**src/logic/irq_prio_pkg.sv**
```systemverilog
package irq_prio_pkg;
  // register map on the plain register port
  localparam logic [7:0] ADDR_ENABLE     = 8'hA8; // interrupt_enable
  localparam logic [7:0] ADDR_PRIO_LOW   = 8'hB8; // interrupt_priority_low
  localparam logic [7:0] ADDR_PRIO_HIGH  = 8'hB7; // priority_high_register
  localparam logic [7:0] ADDR_POWER_CTL  = 8'h87; // idle and general flags
  localparam logic [7:0] ADDR_EV_STATUS  = 8'hC0; // sticky event status
  localparam logic [7:0] ADDR_EV_CLEAR   = 8'hC1; // write-one-to-clear
  localparam logic [7:0] ADDR_EV_ENABLE  = 8'hC2; // event irq enable
  localparam logic [7:0] ADDR_IN_SERVICE = 8'hC3; // levels in service
  localparam logic [7:0] RESET_BYTE      = 8'h00; // reset value of all regs

  // field positions
  localparam int GLOBAL_EN_BIT   = 7; // global_irq_enable
  localparam int IDLE_BIT        = 0; // idle_request_bit
  localparam int FLAG_ZERO_BIT   = 2; // general_flag_zero
  localparam int FLAG_ONE_BIT    = 3; // general_flag_one
  localparam int NUM_SOURCES     = 7; // sources, bit 0 polled first
  localparam int NUM_LEVELS      = 4; // priority levels 0..3
  localparam int NUM_CA_MODULES  = 5; // counter-array compare modules

  // event status bit positions
  localparam int EV_WAKE_BIT     = 0; // idle ended by an interrupt
  localparam int EV_ACCEPT_BIT   = 1; // an interrupt was accepted
  localparam int EV_PREEMPT_BIT  = 2; // a nested interrupt was accepted
  localparam int NUM_EVENTS      = 3;

  localparam logic [1:0] LEVEL_TOP = 2'h3; // highest priority level

  typedef enum logic [1:0] {
    CORE_RUN,  // cpu clocked
    CORE_IDLE  // cpu clock gated off
  } core_mode_type;

  // request handed to the cpu core
  typedef struct packed {
    logic       valid;  // a request wins
    logic [2:0] source; // winning source index (vector)
    logic [1:0] level;  // its level
  } irq_grant_type;
endpackage : irq_prio_pkg

```
**src/logic/irq_level_resolve.sv**
```systemverilog
`timescale 1ns/10ps
// combinational arbiter: highest level, then fixed polling order
module irq_level_resolve
  import irq_prio_pkg::*;
(
  input  wire logic [NUM_SOURCES-1:0] pending_in,   // enabled requests
  input  wire logic [NUM_SOURCES-1:0] prio_low_in,  // low priority bits
  input  wire logic [NUM_SOURCES-1:0] prio_high_in, // high priority bits
  output irq_grant_type               grant_out     // winning request
);
  // level from the two priority bits
  function automatic logic [1:0] level_of(input logic hi, input logic lo);
    level_of = {hi, lo};
  endfunction : level_of

  always_comb begin
    grant_out = '0;
    // scan from last polled to first so the earliest index wins ties
    for (int i = NUM_SOURCES - 1; i >= 0; i--) begin
      if (pending_in[i] &&
          (!grant_out.valid ||
           level_of(prio_high_in[i], prio_low_in[i]) >=
           grant_out.level)) begin
        grant_out.valid  = 1'b1;
        grant_out.source = 3'(i);
        grant_out.level  = level_of(prio_high_in[i], prio_low_in[i]);
      end
    end
  end
endmodule : irq_level_resolve

```
**src/logic/irq_prio_ctrl.sv**
```systemverilog
// Our own choice: the plain strobed port.
`timescale 1ns/10ps
module irq_prio_ctrl
  import irq_prio_pkg::*;
(
  input  wire logic                      core_clk_in,     // machine clock
  input  wire logic                      rst_in,          // sync reset
  input  wire logic [7:0]                reg_addr_in,     // register address
  input  wire logic [7:0]                reg_wdata_in,    // write data
  input  wire logic                      reg_wr_in,       // write strobe
  input  wire logic                      reg_rd_in,       // read strobe
  output logic      [7:0]                reg_rdata_out,   // read data
  input  wire logic                      ext0_req_in,     // ext int 0
  input  wire logic                      timer0_req_in,   // timer 0 ovf
  input  wire logic                      ext1_req_in,     // ext int 1
  input  wire logic                      timer1_req_in,   // timer 1 ovf
  input  wire logic                      serial_req_in,   // serial port
  input  wire logic                      timer2_req_in,   // timer 2 ovf
  input  wire logic [NUM_CA_MODULES-1:0] ca_module_req_in, // array modules
  input  wire logic                      ca_ovf_req_in,   // array overflow
  input  wire logic                      ack_in,          // core takes vector
  input  wire logic                      reti_in,         // return from isr
  output logic                           irq_valid_out,   // request to core
  output logic      [2:0]                irq_source_out,  // vector index
  output logic                           cpu_clk_en_out,  // cpu clock enable
  output logic                           periph_clk_en_out, // periph enable
  output logic                           hold_strobes_out, // strobes high
  output logic                           irq_out          // event interrupt
);
  localparam int LVL_W = NUM_LEVELS; // one in-service bit per level

  // complete block state
  typedef struct packed {
    logic [7:0]             enable;     // interrupt_enable
    logic [7:0]             prio_low;   // interrupt_priority_low
    logic [7:0]             prio_high;  // priority_high_register
    logic [7:0]             power_ctl;  // idle bit and general flags
    logic [NUM_EVENTS-1:0]  ev_status;  // sticky events
    logic [NUM_EVENTS-1:0]  ev_enable;  // event mask
    logic [LVL_W-1:0]       in_service; // levels being serviced
    core_mode_type          mode;       // run or idle
    logic [7:0]             rdata;      // registered read data
    logic                   irq_valid;  // registered request
    logic [2:0]             irq_source; // registered vector
    logic                   irq;        // registered event interrupt
  } state_type;

  state_type state_reg;  // registered state
  state_type state_next; // next state

  logic [NUM_SOURCES-1:0] raw_req;  // raw requests per source
  logic [NUM_SOURCES-1:0] pending;  // after enables
  irq_grant_type          grant;    // arbiter winner
  logic                   can_take; // winner may preempt
  logic [1:0]             cur_lvl;  // highest level in service
  logic                   busy;     // any level in service
  logic [NUM_EVENTS-1:0]  ev_set;   // event pulses this cycle
  logic [1:0]             offer_lvl; // level of the vector on offer

  // source order matches enable bit order, bit 0 polled first
  assign raw_req = {
    (|ca_module_req_in) | ca_ovf_req_in,
    timer2_req_in,
    serial_req_in,
    timer1_req_in,
    ext1_req_in,
    timer0_req_in,
    ext0_req_in
  };

  // global gate then per-source enables
  assign pending = state_reg.enable[GLOBAL_EN_BIT] ?
                   (raw_req & state_reg.enable[NUM_SOURCES-1:0]) :
                   '0;

  irq_level_resolve u_resolve (
    .pending_in   (pending),
    .prio_low_in  (state_reg.prio_low[NUM_SOURCES-1:0]),
    .prio_high_in (state_reg.prio_high[NUM_SOURCES-1:0]),
    .grant_out    (grant)
  );

  // highest in-service level as a number
  always_comb begin
    cur_lvl = 2'h0;
    for (int l = 0; l < NUM_LEVELS; l++) begin
      if (state_reg.in_service[l]) begin
        cur_lvl = 2'(l);
      end
    end
  end
  assign busy = |state_reg.in_service;

  // an ack marks in service the level of the vector on offer, even if a newer winner has
  // appeared since; the arbiter's current level could mark the wrong one
  assign offer_lvl = {state_reg.prio_high[state_reg.irq_source],
                      state_reg.prio_low[state_reg.irq_source]};

  // strictly higher level only; level 3 can never be beaten
  assign can_take = grant.valid &&
                    (!busy || grant.level > cur_lvl);

  // next-state logic
  always_comb begin
    state_next = state_reg;
    ev_set     = '0;
    state_next.rdata = RESET_BYTE;

    // register writes
    if (reg_wr_in) begin
      case (reg_addr_in)
        ADDR_ENABLE:    state_next.enable    = reg_wdata_in;
        // bit 7 kept as written; software must leave it clear
        ADDR_PRIO_LOW:  state_next.prio_low  = reg_wdata_in;
        ADDR_PRIO_HIGH: state_next.prio_high = reg_wdata_in;
        ADDR_POWER_CTL: state_next.power_ctl = reg_wdata_in;
        ADDR_EV_CLEAR:  state_next.ev_status =
                          state_reg.ev_status &
                          ~reg_wdata_in[NUM_EVENTS-1:0];
        ADDR_EV_ENABLE: state_next.ev_enable =
                          reg_wdata_in[NUM_EVENTS-1:0];
        default: ; // unmapped writes ignored
      endcase
    end

    // register reads, data appear next cycle
    if (reg_rd_in) begin
      case (reg_addr_in)
        ADDR_ENABLE:     state_next.rdata = state_reg.enable;
        ADDR_PRIO_LOW:   state_next.rdata = state_reg.prio_low;
        ADDR_PRIO_HIGH:  state_next.rdata = state_reg.prio_high;
        ADDR_POWER_CTL:  state_next.rdata = state_reg.power_ctl;
        ADDR_EV_STATUS:  state_next.rdata = 8'(state_reg.ev_status);
        ADDR_EV_ENABLE:  state_next.rdata = 8'(state_reg.ev_enable);
        ADDR_IN_SERVICE: state_next.rdata = 8'(state_reg.in_service);
        default:         state_next.rdata = RESET_BYTE;
      endcase
    end

    // service tracking: reti drops the top level first
    if (reti_in && busy) begin
      state_next.in_service[cur_lvl] = 1'b0;
    end
    if (ack_in && state_reg.irq_valid) begin
      state_next.in_service[offer_lvl] = 1'b1;
      ev_set[EV_ACCEPT_BIT] = 1'b1;
      ev_set[EV_PREEMPT_BIT] = busy;
    end

    // offer the winner to the core only when it may preempt
    state_next.irq_valid  = can_take;
    state_next.irq_source = grant.source;

    // idle entry and wake
    case (state_reg.mode)
      CORE_RUN: begin
        if (state_next.power_ctl[IDLE_BIT]) begin
          state_next.mode = CORE_IDLE;
        end
      end
      CORE_IDLE: begin
        if (grant.valid) begin
          // any enabled request wakes, then gets served
          state_next.power_ctl[IDLE_BIT] = 1'b0;
          state_next.mode = CORE_RUN;
          ev_set[EV_WAKE_BIT] = 1'b1;
        end
      end
      default: state_next.mode = CORE_RUN;
    endcase

    // set wins over a clear in the same cycle
    state_next.ev_status = state_next.ev_status | ev_set;
    state_next.irq = |(state_next.ev_status & state_next.ev_enable);
  end

  // state register; reset also ends idle
  always_ff @(posedge core_clk_in) begin
    if (rst_in) begin
      state_reg <= '{
        enable:     RESET_BYTE,
        prio_low:   RESET_BYTE,
        prio_high:  RESET_BYTE,
        power_ctl:  RESET_BYTE,
        ev_status:  '0,
        ev_enable:  '0,
        in_service: '0,
        mode:       CORE_RUN,
        rdata:      RESET_BYTE,
        irq_valid:  1'b0,
        irq_source: 3'h0,
        irq:        1'b0
      };
    end else begin
      state_reg <= state_next;
    end
  end

  // outputs from flops, peripheral enable tied high; cpu holds its state while gated
  assign reg_rdata_out     = state_reg.rdata;
  assign irq_valid_out     = state_reg.irq_valid;
  assign irq_source_out    = state_reg.irq_source;
  assign cpu_clk_en_out    = (state_reg.mode == CORE_RUN);
  assign periph_clk_en_out = 1'b1 | state_reg.irq;
  assign hold_strobes_out  = (state_reg.mode == CORE_IDLE);
  assign irq_out           = state_reg.irq;
endmodule : irq_prio_ctrl

```
**config.mk**
```make
export PLATFORM = sky130hd
export DESIGN_NAME = irq_prio_ctrl
export DESIGN_NICKNAME = d
export VERILOG_FILES = /design/src/logic/irq_prio_pkg.sv /design/src/logic/irq_level_resolve.sv /design/src/logic/irq_prio_ctrl.sv
export SDC_FILE = /design/constraint.sdc
export NUM_CORES = 1
export LEC_CHECK = 0
export BUFFER_PORTS_ARGS = -buffer_cell sky130_fd_sc_hd__buf_4
export CAP_MARGIN = 25
export CORE_MARGIN = 2
export CORE_UTILIZATION = 57
export CTS_CLUSTER_SIZE = 14
export DETAILED_ROUTE_END_ITERATION = 7
export PLACE_DENSITY = 0.8
export SYNTH_ARGS = -nofsm -noshare
export SYNTH_HDL_FRONTEND = slang
export SYNTH_SLANG_ARGS = --single-unit
```
**constraint.sdc**
```tcl
create_clock -name core_clk_in -period 9 [get_ports core_clk_in]
set_clock_uncertainty 0.15 [all_clocks]
set_input_delay 0 -clock core_clk_in [delete_from_list [all_inputs] [get_ports core_clk_in]]
set_output_delay 0 -clock core_clk_in [all_outputs]
set_load 0.05 [all_outputs]
```
After elaboration in Yosys (flattened, before gate mapping)

Cells that the tools add are included.

Register bits after elaboration: 57
Input port bits: 34
Word-level logic and storage cells: 120

Order comparisons: 12
Equality and inequality tests: 11
Mux-type cells: 34
Bitwise gates (word level): 10
Reduce and logical (&&, ||, !) cells: 38

Operators with widths:

| cell                                                              | count |
|---|---|
| equality test 8 bit, second input constant                        | 8 |
| case mux 8 bit (7 select lines)                                   | 1 |
| two-way mux 6 bit                                                 | 7 |
| two-way mux 7 bit                                                 | 2 |
| greater-or-equal comparator 2 bit                                 | 6 |
| logical AND 1 bit                                                 | 11 |
| two-way mux 1 bit                                                 | 10 |
| two-way mux 2 bit                                                 | 5 |
| AND reduction 2 bit                                               | 5 |
| OR reduction 5 bit                                                | 2 |
| two-way mux 4 bit                                                 | 2 |
| AND 7 bit                                                         | 1 |
| zero test 1 bit                                                   | 7 |
| logical OR 1 bit                                                  | 7 |
| AND 3 bit                                                         | 2 |
| binary-select mux 1 bit (select 3 bit)                            | 2 |
| less-than comparator 2 x 3 -> 1 bit, second input constant        | 2 |
| two-way mux 3 bit                                                 | 2 |
| OR reduction 3 bit                                                | 2 |
| AND 4 bit                                                         | 1 |
| demux 1 bit (select 2 bit)                                        | 2 |
| greater-or-equal comparator 2 x 1 -> 1 bit, second input constant | 2 |
| less-than comparator 3 x 4 -> 1 bit, second input constant        | 1 |
| inequality test 2 x 1 -> 1 bit, second input constant             | 2 |
| other kinds (12)                                                  | 13 |

Logic depth before layout (Yosys ltp)

Gate-level depths: netlist (run 1).

Depth after elaboration: 34
Gate-level depth with buffers: 48

By module

From an unflattened synthesis (run 1), not the netlist that was laid out.

Cell total of the unflattened synthesis: 386
Area total of the unflattened synthesis: 3460.8 um^2

By module, submodules not included:

| module            | instances | cells an instance | area an instance (um^2) | seq. area each (um^2) |
|---|---|---|---|---|
| irq_prio_ctrl     | 1         | 298               | 2839.0                  | 1121.1 |
| irq_level_resolve | 1         | 88                | 621.8                   | 0.0 |

Worst setup path after synthesis (run 1)

Ideal clock, no wire load.

Path type: flip-flop to flip-flop
From: register state_reg[55] (netlist name)
To: register state_reg, in the netlist irq_valid_out
Arrival: 8.006 ns
Path slack: 0.730 ns
Stages on the path, launching flop included: 46
Clock period less this slack: 8.270 ns
Cells stage by stage: dfxtp_1 nand2_1 a21oi_1 and2_1 ha_1 nand2b_4 a21oi_1 a311oi_4 a22o_2 ha_1 nand2b_1 or2_2 a31oi_4 mux2_4 ha_1 nand2b_1 a21oi_1 a21oi_1 [... 10 more ...] nand2_1 ha_1 nand2b_1 a21oi_1 o21ai_0 nand4_1 or2_0 a21bo_1 ha_1 a221oi_2 nor3_2 mux2_2 a31o_1 ha_1 nand2_1 o21ai_0 a21oi_1 and2_1

Longest elaborated chain between the ends: 30

Ends and longest elaborated chain:

| what                                                                 | RTL line                                         | text |
|---|---|---|
| start: declaration                                                   | irq_prio_ctrl.sv:48                              | `state_type state_reg;` |
| start signal: assignment                                             | irq_prio_ctrl.sv:180                             | `state_reg <= '{` |
| start signal: assignment                                             | irq_prio_ctrl.sv:195                             | `state_reg <= state_next;` |
| AND 7 bit (*)                                                        | irq_prio_ctrl.sv:73                              | `(raw_req & state_reg.enable[NUM_SOURCES-1:0]) :` |
| two-way mux 7 bit (*)                                                | irq_prio_ctrl.sv:72                              | `assign pending = state_reg.enable[GLOBAL_EN_BIT] ?` |
| two-way mux 6 bit (*)                                                | irq_level_resolve.sv:20                          | `if (pending_in[i] &&` |
| greater-or-equal comparator 2 bit or zero test 1 bit (tied branches) | irq_level_resolve.sv:22, irq_level_resolve.sv:21 |  |
| logical OR 1 bit                                                     | irq_level_resolve.sv:21                          | `(!grant_out.valid \|\|` |
| logical AND 1 bit                                                    | irq_level_resolve.sv:20                          |  |
| two-way mux 6 bit (*)                                                | irq_level_resolve.sv:20                          |  |
| greater-or-equal comparator 2 bit or zero test 1 bit (tied branches) | irq_level_resolve.sv:22, irq_level_resolve.sv:21 |  |
| [... 14 more ...]                                                    | -                                                |  |
| two-way mux 6 bit (*)                                                | irq_level_resolve.sv:20                          |  |
| greater-or-equal comparator 2 bit or zero test 1 bit (tied branches) | irq_level_resolve.sv:22, irq_level_resolve.sv:21 |  |
| logical OR 1 bit                                                     | irq_level_resolve.sv:21                          |  |
| logical AND 1 bit                                                    | irq_level_resolve.sv:20                          |  |
| two-way mux 6 bit (*)                                                | irq_level_resolve.sv:20                          |  |
| greater-than comparator 2 bit                                        | irq_prio_ctrl.sv:101                             | `(!busy \|\| grant.level > cur_lvl);` |
| logical OR 1 bit                                                     | irq_prio_ctrl.sv:101                             |  |
| logical AND 1 bit (*)                                                | irq_prio_ctrl.sv:100                             | `assign can_take = grant.valid &&` |

Every way passes the cells marked *; elsewhere a longest branch is shown, timed or not.
A chain may end at the register's enable or synchronous reset.

Final worst setup path (run 1)

From: register state_reg[56] (netlist name)
To: register state_reg, in the netlist irq_valid_out

Longest elaborated chain between the ends: 29

Ends and longest elaborated chain:

| what                                                                 | RTL line |
|---|---|
| two-way mux 7 bit (*)                                                | irq_prio_ctrl.sv:72 |
| two-way mux 6 bit                                                    | irq_level_resolve.sv:20 |
| greater-or-equal comparator 2 bit or zero test 1 bit (tied branches) | irq_level_resolve.sv:22, irq_level_resolve.sv:21 |
| logical OR 1 bit                                                     | irq_level_resolve.sv:21 |
| logical AND 1 bit                                                    | irq_level_resolve.sv:20 |
| two-way mux 6 bit                                                    | irq_level_resolve.sv:20 |
| greater-or-equal comparator 2 bit or zero test 1 bit (tied branches) | irq_level_resolve.sv:22, irq_level_resolve.sv:21 |
| logical OR 1 bit                                                     | irq_level_resolve.sv:21 |
| [... 13 more ...]                                                    | - |
| two-way mux 6 bit                                                    | irq_level_resolve.sv:20 |
| greater-or-equal comparator 2 bit or zero test 1 bit (tied branches) | irq_level_resolve.sv:22, irq_level_resolve.sv:21 |
| logical OR 1 bit                                                     | irq_level_resolve.sv:21 |
| logical AND 1 bit                                                    | irq_level_resolve.sv:20 |
| two-way mux 6 bit (*)                                                | irq_level_resolve.sv:20 |
| greater-than comparator 2 bit                                        | irq_prio_ctrl.sv:101 |
| logical OR 1 bit                                                     | irq_prio_ctrl.sv:101 |
| logical AND 1 bit (*)                                                | irq_prio_ctrl.sv:100 |

Marks and branches as above.

==> flow_summary.html, run 1 <==
<table>
<tr><th>Metric</th><th>Value</th></tr>
<tr><th colspan="2">Timing</th></tr>
<tr><td>Setup violations, final</td><td>0</td></tr>
<tr><td>Final Hold Violating Endpoints</td><td>0</td></tr>
<tr><td>Post-Route Setup TNS</td><td>0 ns</td></tr>
<tr><td>Worst Slack Setup Final</td><td>0.490 ns</td></tr>
<tr><td>Number of max-slew violations in the final report</td><td>0</td></tr>
<tr><td>Final worst path period need</td><td>8.51 ns</td></tr>
<tr><td>Hold slack final</td><td>0.0157 ns</td></tr>
<tr><td>Worst-margin pin slew</td><td>0.534 ns</td></tr>
<tr><td>Max Clock Freq</td><td>118 MHz</td></tr>
<tr><td>Remaining max-slew budget at the tightest pin</td><td>0.643</td></tr>
<tr><td>Share of the clock period used by the worst path after layout</td><td>0.946</td></tr>
<tr><th colspan="2">Drt</th></tr>
<tr><td>Average routed wire per standard cell</td><td>16.3 µm</td></tr>
<tr><td>Final routed DRC violation total</td><td>0</td></tr>
<tr><td>1st-pass router iterations</td><td>5</td></tr>
<tr><td>Antenna Violating Nets Remaining</td><td>0</td></tr>
<tr><td>Routed via count divided by cell count</td><td>5.92</td></tr>
<tr><td>Routed vias</td><td>3,007</td></tr>
<tr><td>Final Routed Wirelength</td><td>8280 µm</td></tr>
<tr><td>Drt initial violations</td><td>171</td></tr>
<tr><th colspan="2">Clock tree</th></tr>
<tr><td>Clock tree sinks</td><td>56</td></tr>
<tr><td>Clock slew at reported path FFs</td><td>0.10 ns</td></tr>
<tr><td>Root buffer selected by CTS</td><td>sky130_fd_sc_hd__clkbuf_8</td></tr>
<tr><td>CTS H-tree depth</td><td>2</td></tr>
<tr><td>Clock insertion delay at the later pin of the skew report</td><td>0.31 ns</td></tr>
<tr><td>Number of buffers created by CTS</td><td>5</td></tr>
<tr><td>TritonCTS clock tree</td><td>yes</td></tr>
<tr><td>CTS Buffer Depth</td><td>2</td></tr>
<tr><th colspan="2">Global route</th></tr>
<tr><td>Via count of the first global-routing pass</td><td>2,972</td></tr>
<tr><td>All-Layer GR Usage</td><td>0.268</td></tr>
<tr><td>First-pass GRT wire length</td><td>13,500 µm</td></tr>
<tr><td>Pin count of the biggest net entering global routing</td><td>48</td></tr>
<tr><td>Number of antenna violations at the first check in global routing</td><td>0</td></tr>
<tr><td>Residual overflow from global routing</td><td>0</td></tr>
<tr><th colspan="2">Placement</th></tr>
<tr><td>Routability Congestion</td><td>0.908</td></tr>
<tr><td>Worst-case setup slack after placement</td><td>0.0151 ns</td></tr>
<tr><td>Cell area reported after detailed placement</td><td>0.00363 mm²</td></tr>
<tr><td>Buffers added on ports</td><td>48</td></tr>
<tr><td>Total half-perimeter wirelength after legalization and detailed placement</td><td>5990 µm</td></tr>
<tr><td>Placed cell count</td><td>479</td></tr>
<tr><th colspan="2">Finish</th></tr>
<tr><td>Fin nets</td><td>482</td></tr>
<tr><td>Flip-flop count of the largest register, all copies and words added</td><td>43</td></tr>
<tr><td>Number of antenna diodes</td><td>0</td></tr>
<tr><td>Syn-to-layout area delta</td><td>20.6%</td></tr>
<tr><td>Cell area after layout</td><td>0.00398 mm²</td></tr>
<tr><td>Post-layout instance count excluding filler cells</td><td>508</td></tr>
<tr><td>Share of cells above drive strength 1</td><td>0.227</td></tr>
<tr><th colspan="2">Logic synthesis</th></tr>
<tr><td>Part of the Yosys area used for sequential elements</td><td>0.340</td></tr>
<tr><td>Number of enable flip-flop cells after synthesis</td><td>0</td></tr>
<tr><td>Cell type with the largest total area after synthesis</td><td>sky130_fd_sc_hd__dfxtp_1</td></tr>
<tr><td>Mean cell area of the mapped netlist</td><td>8.66 µm²</td></tr>
<tr><td>Number of nets produced by synthesis</td><td>428</td></tr>
<tr><td>Number of distinct library cells after synthesis</td><td>63</td></tr>
<tr><td>Post-synth ARST share</td><td>0</td></tr>
<tr><td>Cell count after synthesis</td><td>381</td></tr>
<tr><td>Cell Area, Synth</td><td>0.00330 mm²</td></tr>
<tr><td>Synthesis warning total</td><td>0</td></tr>
<tr><td>Most used flip-flop cell after synthesis</td><td>sky130_fd_sc_hd__dfxtp_1</td></tr>
<tr><td>Number of register bits inferred by synthesis</td><td>56</td></tr>
<tr><td>Top cells by area in the synthesized netlist</td><td>sky130_fd_sc_hd__dfxtp_1 34%, sky130_fd_sc_hd__mux2i_1 9.7%, sky130_fd_sc_hd__nor2_1 5.5%, sky130_fd_sc_hd__ha_1 4.9%, sky130_fd_sc_hd__a21oi_1 4.9%</td></tr>
<tr><td>Post-synth top area share</td><td>0.340</td></tr>
<tr><th colspan="2">Floorplanning</th></tr>
<tr><td>Num ports</td><td>50</td></tr>
<tr><td>Die width</td><td>80.1 µm</td></tr>
<tr><td>Starting density of the core</td><td>0.595</td></tr>
<tr><td>Placement Rows</td><td>27</td></tr>
<tr><td>Floorplan die height</td><td>80.1 µm</td></tr>
<tr><td>Die Area</td><td>0.00641 mm²</td></tr>
<tr><td>CORE AREA</td><td>0.00554 mm²</td></tr>
<tr><th colspan="2">Power</th></tr>
<tr><td>Cell area power density</td><td>112 mW/mm²</td></tr>
<tr><td>Total leakage power</td><td>0.00156 µW</td></tr>
<tr><td>Peak supply drop</td><td>0.000118 V</td></tr>
<tr><th colspan="2">Worst setup path</th></tr>
<tr><td>Kind of end point of the critical path</td><td>flip-flop</td></tr>
<tr><td>Critical path arrival</td><td>8.58 ns</td></tr>
<tr><td>Required time reported for the critical path endpoint</td><td>9.07 ns</td></tr>
<tr><td>Critical-path maximum fanout</td><td>6</td></tr>
<tr><td>Category of the critical setup timing path</td><td>reg2reg</td></tr>
<tr><td>Worst-path cell with the longest stage delay</td><td>sky130_fd_sc_hd__a221oi_2</td></tr>
<tr><td>CP peak stage delay</td><td>0.36 ns</td></tr>
<tr><td>Most prevalent standard cell on the critical path</td><td>sky130_fd_sc_hd__ha_1</td></tr>
<tr><td>Crit start category</td><td>flip-flop</td></tr>
<tr><th colspan="2">Run</th></tr>
<tr><td>Maximum Capacitance Violations</td><td>0</td></tr>
<tr><th colspan="2">Min path</th></tr>
<tr><td>Type of the worst min-delay path</td><td>in2reg</td></tr>
<tr><th colspan="2">Status</th></tr>
<tr><td>Outcome</td><td>completed</td></tr>
</table>
[report_power, final]
group | internal (µW) | switching, µW
logic | 16.5 | 17.7
registers | 248 | 0.232
clock network | 82.4 | 82.8
[Yosys cell counts, types with 3 or more instances]
cell                       instances
sky130_fd_sc_hd__dfxtp_1          56
sky130_fd_sc_hd__nor2_1           48
sky130_fd_sc_hd__nand2_1          41
sky130_fd_sc_hd__a21oi_1          32
sky130_fd_sc_hd__mux2i_1          32
sky130_fd_sc_hd__nand3_1          19
sky130_fd_sc_hd__ha_1             13
sky130_fd_sc_hd__buf_4            12
sky130_fd_sc_hd__inv_1            12
sky130_fd_sc_hd__clkbuf_1         10
sky130_fd_sc_hd__a221oi_1          7
sky130_fd_sc_hd__o21ai_0           6
sky130_fd_sc_hd__a21o_1            5
sky130_fd_sc_hd__nand2b_1          5
sky130_fd_sc_hd__nor2b_1           5
sky130_fd_sc_hd__a22oi_1           4
sky130_fd_sc_hd__mux2_2            4
sky130_fd_sc_hd__mux4_2            4
sky130_fd_sc_hd__nand4_1           4
sky130_fd_sc_hd__a31oi_1           3
sky130_fd_sc_hd__and2_1            3
sky130_fd_sc_hd__o22ai_1           3
[routing by layer]
| metal | GRT usage | routed length, µm | part of all wire |
|---|---|---|---|
| met1 | 0.321 | 3490 | 0.42 |
| met2 | 0.489 | 4240 | 0.51 |
| met3 | 0.0382 | 399 | 0.048 |
| met4 | 0.0898 | 142 | 0.017 |
| met5 | 0 | 0 | 0 |
[timing repair]
action / 4_1_cts / 5_1_grt
buffers inserted: 0 / 3
endpoints found under the hold margin: 44 / 0
setup endpoints to repair: 0 / 3
gates resized for setup: 0 / 8
hold buffers: 18 / 0
[path summary, 6_finish.rpt]
kind,from,to,slack [ns],depth (start not counted)
worst max-delay path,state_reg[56],irq_valid_out,0.49,45
worst min-delay path,reg_rd_in,reg_rdata_out[2],0.02,3
worst max register to register,state_reg[56],irq_valid_out,0.49,45
worst min register to register,state_reg[26],state_reg[26],0.32,2
[stage by stage]
stage	util	power, µW
floorplan	-	266
detailed placement	0.656	283
finish	0.718	447
CTS	0.708	449
global route	0.718	461
global placement	0.656	282
[cells in the final DEF (no fill, tap or decap), types with 2 or more instances in the layout]
| cell type | Yosys | layout |
|---|---|---|
| sky130_fd_sc_hd__nor3b_1 | 2 | 2 |
| sky130_fd_sc_hd__nand2_1 | 41 | 41 |
| sky130_fd_sc_hd__o22ai_1 | 3 | 3 |
| sky130_fd_sc_hd__dfxtp_1 | 56 | 56 |
| sky130_fd_sc_hd__mux2_2 | 4 | 4 |
| sky130_fd_sc_hd__mux2_4 | 2 | 2 |
| sky130_fd_sc_hd__a21oi_2 | 2 | 5 |
| sky130_fd_sc_hd__clkbuf_8 | 0 | 5 |
| sky130_fd_sc_hd__or3_1 | 2 | 2 |
| sky130_fd_sc_hd__a22oi_1 | 4 | 4 |
| sky130_fd_sc_hd__a221oi_1 | 7 | 7 |
| sky130_fd_sc_hd__nor3_1 | 2 | 2 |
| sky130_fd_sc_hd__mux4_2 | 4 | 4 |
| sky130_fd_sc_hd__nor2b_1 | 5 | 5 |
| sky130_fd_sc_hd__mux2i_1 | 32 | 32 |
| sky130_fd_sc_hd__a31oi_1 | 3 | 3 |
| sky130_fd_sc_hd__nand3_1 | 19 | 19 |
| sky130_fd_sc_hd__a21oi_1 | 32 | 28 |
| sky130_fd_sc_hd__nand4_1 | 4 | 4 |
| sky130_fd_sc_hd__a21boi_0 | 2 | 2 |
| sky130_fd_sc_hd__or2_2 | 2 | 2 |
| sky130_fd_sc_hd__dlygate4sd3_1 | 0 | 18 |
| sky130_fd_sc_hd__a22o_1 | 2 | 2 |
| sky130_fd_sc_hd__nand2b_1 | 5 | 5 |
| sky130_fd_sc_hd__inv_1 | 12 | 11 |
| sky130_fd_sc_hd__nor2_1 | 48 | 47 |
| sky130_fd_sc_hd__a21o_1 | 5 | 5 |
| sky130_fd_sc_hd__and2_1 | 3 | 3 |
| sky130_fd_sc_hd__o21ai_0 | 6 | 6 |
| sky130_fd_sc_hd__a22o_2 | 2 | 2 |
| sky130_fd_sc_hd__and3_1 | 2 | 2 |
| sky130_fd_sc_hd__ha_1 | 13 | 13 |
| sky130_fd_sc_hd__nor2_2 | 1 | 2 |
| sky130_fd_sc_hd__buf_4 | 12 | 55 |
| sky130_fd_sc_hd__and2b_1 | 2 | 2 |
[worst max-delay path: cells and delay by family (launching register included)]
family	cells	cell delay [ns]
mux	2	0.62
buf+inv	1	0.09
fa+ha+maj	7	1.80
simple gates	18	2.63
compound gates	17	2.78
flops	1	0.34
[cells by family (layout without fill, tap and decap cells)]
kind of cell | Yosys count | count (layout) | synth area share
simple gates | 149 | 149 | 0.221
compound gates | 82 | 82 | 0.184
flops | 56 | 56 | 0.340
mux | 42 | 42 | 0.147
buf+inv | 38 | 93 | 0.0580
fa+ha+maj | 13 | 13 | 0.0493
other cells | 1 | 1 | 0.00114
[layout make-up]
cell class / instances / area, µm²
inverter: 12 / 45.0
clock buffer: 5 / 68.8
sequential: 56 / 1120
tap: 72 / 90.1
timing repair buffer: 73 / 593
multi-input combinational: 287 / 2020
clock inverter: 3 / 42.5
fill: 468 / 1560
No activity file was read; power rests on OpenSTA's default activity.
==> run 2: changes to the inputs <==
- CORE_UTILIZATION: 57 -> 40
- PLACE_DENSITY: 0.8 -> default
==> run 2 against run 1 <==
Utilization fell by 22 points. Flip-flop and latch count did not move. Non-clock buffer count fell by 2. Critical path type unchanged. Global-route usage fell by 7.7 points. Sequential power barely moved. Clock power rose by 6%. Fmax barely moved. Final area rose by 0.72%. Die area rose by 40%. Hold slack improved by 0.0013 ns.
==> flow_summary.html, run 2 (synthesis gave the netlist of run 1 again) <==
<table>
<tr><th>Metric</th><th>Value</th></tr>
<tr><th colspan="2">Drt</th></tr>
<tr><td>Antenna Violating Nets Remaining</td><td>0 (unchanged)</td></tr>
<tr><td>Drt initial violations</td><td>137 (was 171)</td></tr>
<tr><td>Routed via count divided by cell count</td><td>5.40 (was 5.92)</td></tr>
<tr><td>Final routed DRC violation total</td><td>0 (unchanged)</td></tr>
<tr><td>Final Routed Wirelength</td><td>8280 µm (about the same)</td></tr>
<tr><td>Routed vias</td><td>2,910 (was 3,007)</td></tr>
<tr><td>Average routed wire per standard cell</td><td>15.4 µm (was 16.3 µm)</td></tr>
<tr><td>1st-pass router iterations</td><td>4 (was 5)</td></tr>
<tr><th colspan="2">Finish</th></tr>
<tr><td>Final standard cell utilization of the core</td><td>0.495 (was 0.718)</td></tr>
<tr><td>Syn-to-layout area delta</td><td>21.5% (was 20.6%)</td></tr>
<tr><td>Number of antenna diodes</td><td>0 (unchanged)</td></tr>
<tr><td>Post-layout instance count excluding filler cells</td><td>539 (was 508)</td></tr>
<tr><td>Area occupied by registers</td><td>0.00112 mm² (unchanged)</td></tr>
<tr><td>Highest-count cells in the layout ignoring fill and taps</td><td>56 x sky130_fd_sc_hd__dfxtp_1, 55 x sky130_fd_sc_hd__buf_4, 47 x sky130_fd_sc_hd__nor2_1 (unchanged)</td></tr>
<tr><td>Share of cells above drive strength 1</td><td>0.228 (was 0.227)</td></tr>
<tr><td>Multi-input logic area</td><td>0.00201 mm² (was 0.00202 mm²)</td></tr>
<tr><td>Cell area after layout</td><td>0.00401 mm² (was 0.00398 mm²)</td></tr>
<tr><td>Filler instances</td><td>812 (was 468)</td></tr>
<tr><td>Flip-flop count of the largest register, all copies and words added</td><td>43 (unchanged)</td></tr>
<tr><td>Most common library cell in the layout ignoring fill and taps</td><td>sky130_fd_sc_hd__dfxtp_1 (unchanged)</td></tr>
<tr><td>Fin nets</td><td>480 (was 482)</td></tr>
<tr><th colspan="2">Min path</th></tr>
<tr><td>Type of the worst min-delay path</td><td>in2reg (unchanged)</td></tr>
<tr><th colspan="2">Worst setup path</th></tr>
<tr><td>Category of the critical setup timing path</td><td>reg2reg (unchanged)</td></tr>
<tr><td>Critical path arrival</td><td>8.58 ns (about the same)</td></tr>
<tr><td>Worst R2R Setup Slack</td><td>0.49 ns (about the same)</td></tr>
<tr><td>Path depth of the worst reg2reg path</td><td>45 (unchanged)</td></tr>
<tr><td>Required time reported for the critical path endpoint</td><td>9.07 ns (about the same)</td></tr>
<tr><td>CP peak stage delay</td><td>0.34 ns (was 0.36 ns)</td></tr>
<tr><td>Crit path to</td><td>irq_valid_out (unchanged)</td></tr>
<tr><td>Most prevalent standard cell on the critical path</td><td>sky130_fd_sc_hd__ha_1 (unchanged)</td></tr>
<tr><td>Setup crit start</td><td>state_reg[55] (was state_reg[56])</td></tr>
<tr><td>Worst-path cell with the longest stage delay</td><td>sky130_fd_sc_hd__dfxtp_1 (was sky130_fd_sc_hd__a221oi_2)</td></tr>
<tr><td>Worst R2R Start</td><td>state_reg[55] (was state_reg[56])</td></tr>
<tr><td>R2R Path End</td><td>irq_valid_out (unchanged)</td></tr>
<tr><td>Crit start category</td><td>flip-flop (unchanged)</td></tr>
<tr><td>Kind of end point of the critical path</td><td>flip-flop (unchanged)</td></tr>
<tr><td>Critical-path maximum fanout</td><td>6 (unchanged)</td></tr>
<tr><th colspan="2">Floorplanning</th></tr>
<tr><td>Num ports</td><td>50 (unchanged)</td></tr>
<tr><td>Die width</td><td>94.8 µm (was 80.1 µm)</td></tr>
<tr><td>CORE AREA</td><td>0.00809 mm² (was 0.00554 mm²)</td></tr>
<tr><td>Floorplan die height</td><td>94.8 µm (was 80.1 µm)</td></tr>
<tr><td>Die Area</td><td>0.00899 mm² (was 0.00641 mm²)</td></tr>
<tr><td>Placement Rows</td><td>33 (was 27)</td></tr>
<tr><td>Starting density of the core</td><td>0.408 (was 0.595)</td></tr>
<tr><th colspan="2">Clock tree</th></tr>
<tr><td>Clock insertion delay at the later pin of the skew report</td><td>0.31 ns (about the same)</td></tr>
<tr><td>Clock slew at reported path FFs</td><td>0.10 ns (about the same)</td></tr>
<tr><td>Root buffer selected by CTS</td><td>sky130_fd_sc_hd__clkbuf_8 (unchanged)</td></tr>
<tr><td>CTS Buffer Depth</td><td>2 (unchanged)</td></tr>
<tr><td>CTS H-tree depth</td><td>2 (unchanged)</td></tr>
<tr><td>Number of buffers created by CTS</td><td>5 (unchanged)</td></tr>
<tr><td>TritonCTS clock tree</td><td>yes (unchanged)</td></tr>
<tr><td>Clock tree sinks</td><td>56 (unchanged)</td></tr>
<tr><th colspan="2">Global route</th></tr>
<tr><td>Residual overflow from global routing</td><td>0 (unchanged)</td></tr>
<tr><td>Number of antenna violations at the first check in global routing</td><td>0 (unchanged)</td></tr>
<tr><td>First-pass GRT wire length</td><td>13,500 µm (about the same)</td></tr>
<tr><td>Pin count of the biggest net entering global routing</td><td>48 (unchanged)</td></tr>
<tr><td>All-Layer GR Usage</td><td>0.191 (was 0.268)</td></tr>
<tr><td>Via count of the first global-routing pass</td><td>2,739 (was 2,972)</td></tr>
<tr><th colspan="2">Placement</th></tr>
<tr><td>Placed cell count</td><td>512 (was 479)</td></tr>
<tr><td>Total half-perimeter wirelength after legalization and detailed placement</td><td>6250 µm (was 5990 µm)</td></tr>
<tr><td>Cell area reported after detailed placement</td><td>0.00367 mm² (was 0.00363 mm²)</td></tr>
<tr><td>Buffers added on ports</td><td>48 (unchanged)</td></tr>
<tr><td>Routability Congestion</td><td>0.783 (was 0.908)</td></tr>
<tr><th colspan="2">Timing</th></tr>
<tr><td>Remaining max-slew budget at the tightest pin</td><td>0.625 (was 0.643)</td></tr>
<tr><td>Share of the clock period used by the worst path after layout</td><td>0.945 (was 0.946)</td></tr>
<tr><td>Number of max-slew violations in the final report</td><td>0 (unchanged)</td></tr>
<tr><td>Setup violations, final</td><td>0 (unchanged)</td></tr>
<tr><td>Worst-margin pin slew</td><td>0.560 ns (was 0.534 ns)</td></tr>
<tr><td>Final Hold Violating Endpoints</td><td>0 (unchanged)</td></tr>
<tr><td>Max Clock Freq</td><td>118 MHz (about the same)</td></tr>
<tr><td>Final worst path period need</td><td>8.51 ns (about the same)</td></tr>
<tr><th colspan="2">Power</th></tr>
<tr><td>Clk network pwr share</td><td>0.382 (was 0.369)</td></tr>
<tr><td>Total leakage power</td><td>0.00155 µW (was 0.00156 µW)</td></tr>
<tr><td>Total chip power</td><td>457 µW (was 447 µW)</td></tr>
<tr><td>Part of the total power dissipated in combinational logic</td><td>0.074 (was 0.077)</td></tr>
<tr><td>Switching component of the power</td><td>101 µW (about the same)</td></tr>
<tr><td>Cell area power density</td><td>114 mW/mm² (was 112 mW/mm²)</td></tr>
<tr><td>Sequential share of power</td><td>0.543 (was 0.554)</td></tr>
<tr><td>Power Internal</td><td>355 µW (was 347 µW)</td></tr>
<tr><td>Peak supply drop</td><td>0.0000645 V (was 0.000118 V)</td></tr>
<tr><td>Switching part of the total</td><td>0.222 (was 0.225)</td></tr>
<tr><th colspan="2">Run</th></tr>
<tr><td>Maximum Capacitance Violations</td><td>0 (unchanged)</td></tr>
<tr><th colspan="2">Status</th></tr>
<tr><td>Outcome</td><td>completed (unchanged)</td></tr>
</table>
run 2: layout make-up:
class / instances / area share
Sequential cell: 56 / 0.280
Multi-Input combinational cell: 287 / 0.503
Tap cell: 105 / 0.0328
Clock inverter: 2 / 0.00968
Inverter: 12 / 0.0112
Timing Repair Buffer: 71 / 0.143
Clock buffer: 6 / 0.0206
run 2: repair_timing:
item,CTS,global route
endpoints found under the hold margin,42,0
gates resized for setup,0,7
hold buffers,16,0
setup buffers,0,3
endpoints found under the setup margin,0,1
run 2: worst min path at each step:
stage / startpoint / endpoint / slack (ns) / depth (start not counted)
after floorplan: reg_wdata_in[0] / state_reg[41] / -0.006 / 2
after global placement: reg_wdata_in[6] / state_reg[47] / 0.12 / 3
after detailed placement: reg_wdata_in[6] / state_reg[55] / 0.13 / 3
after CTS: reg_addr_in[1] / reg_rdata_out[0] / 0.01 / 4
after global routing: reg_addr_in[1] / reg_rdata_out[0] / 0.06 / 4
final: reg_addr_in[1] / state_reg[24] / 0.02 / 5
run 2: stage by stage:
step	setup slack, ns	hold slack [ns]	TNS, ns
after floorplan	0.730	-0.00606	0
after global placement	0.271	0.121	0
after detailed placement	0.0890	0.129	0
after CTS	0.120	0.0120	0
after global routing	-0.0216	0.0567	-0.0216
final	0.492	0.0170	0
run 2: power groups by stage:
stage	combinational, µW	clock [µW]	sequential (µW)
2_1_floorplan	12.0	0	254
3_3_place_gp	29.5	0	254
3_5_place_dp	29.7	0	254
4_1_cts	34.0	178	248
5_1_grt	36.5	191	248
6_report	33.9	175	248
run 2: per-layer routing:
metal,up-vias,GRT usage,part of all wire
met5,-,0,0
met4,0,0.0386,0.0093
met3,7,0.0279,0.031
met2,52,0.338,0.50
met1,1392,0.248,0.46
li1,1459,-,-
run 2: worst max-delay path, delay by kind of cell (launching register included):
family	cells	cell delay (ns)
fa+ha+maj	7	1.76
simple gates	18	2.80
buf+inv	1	0.13
flops	1	0.34
compound gates	17	2.60
mux	2	0.62
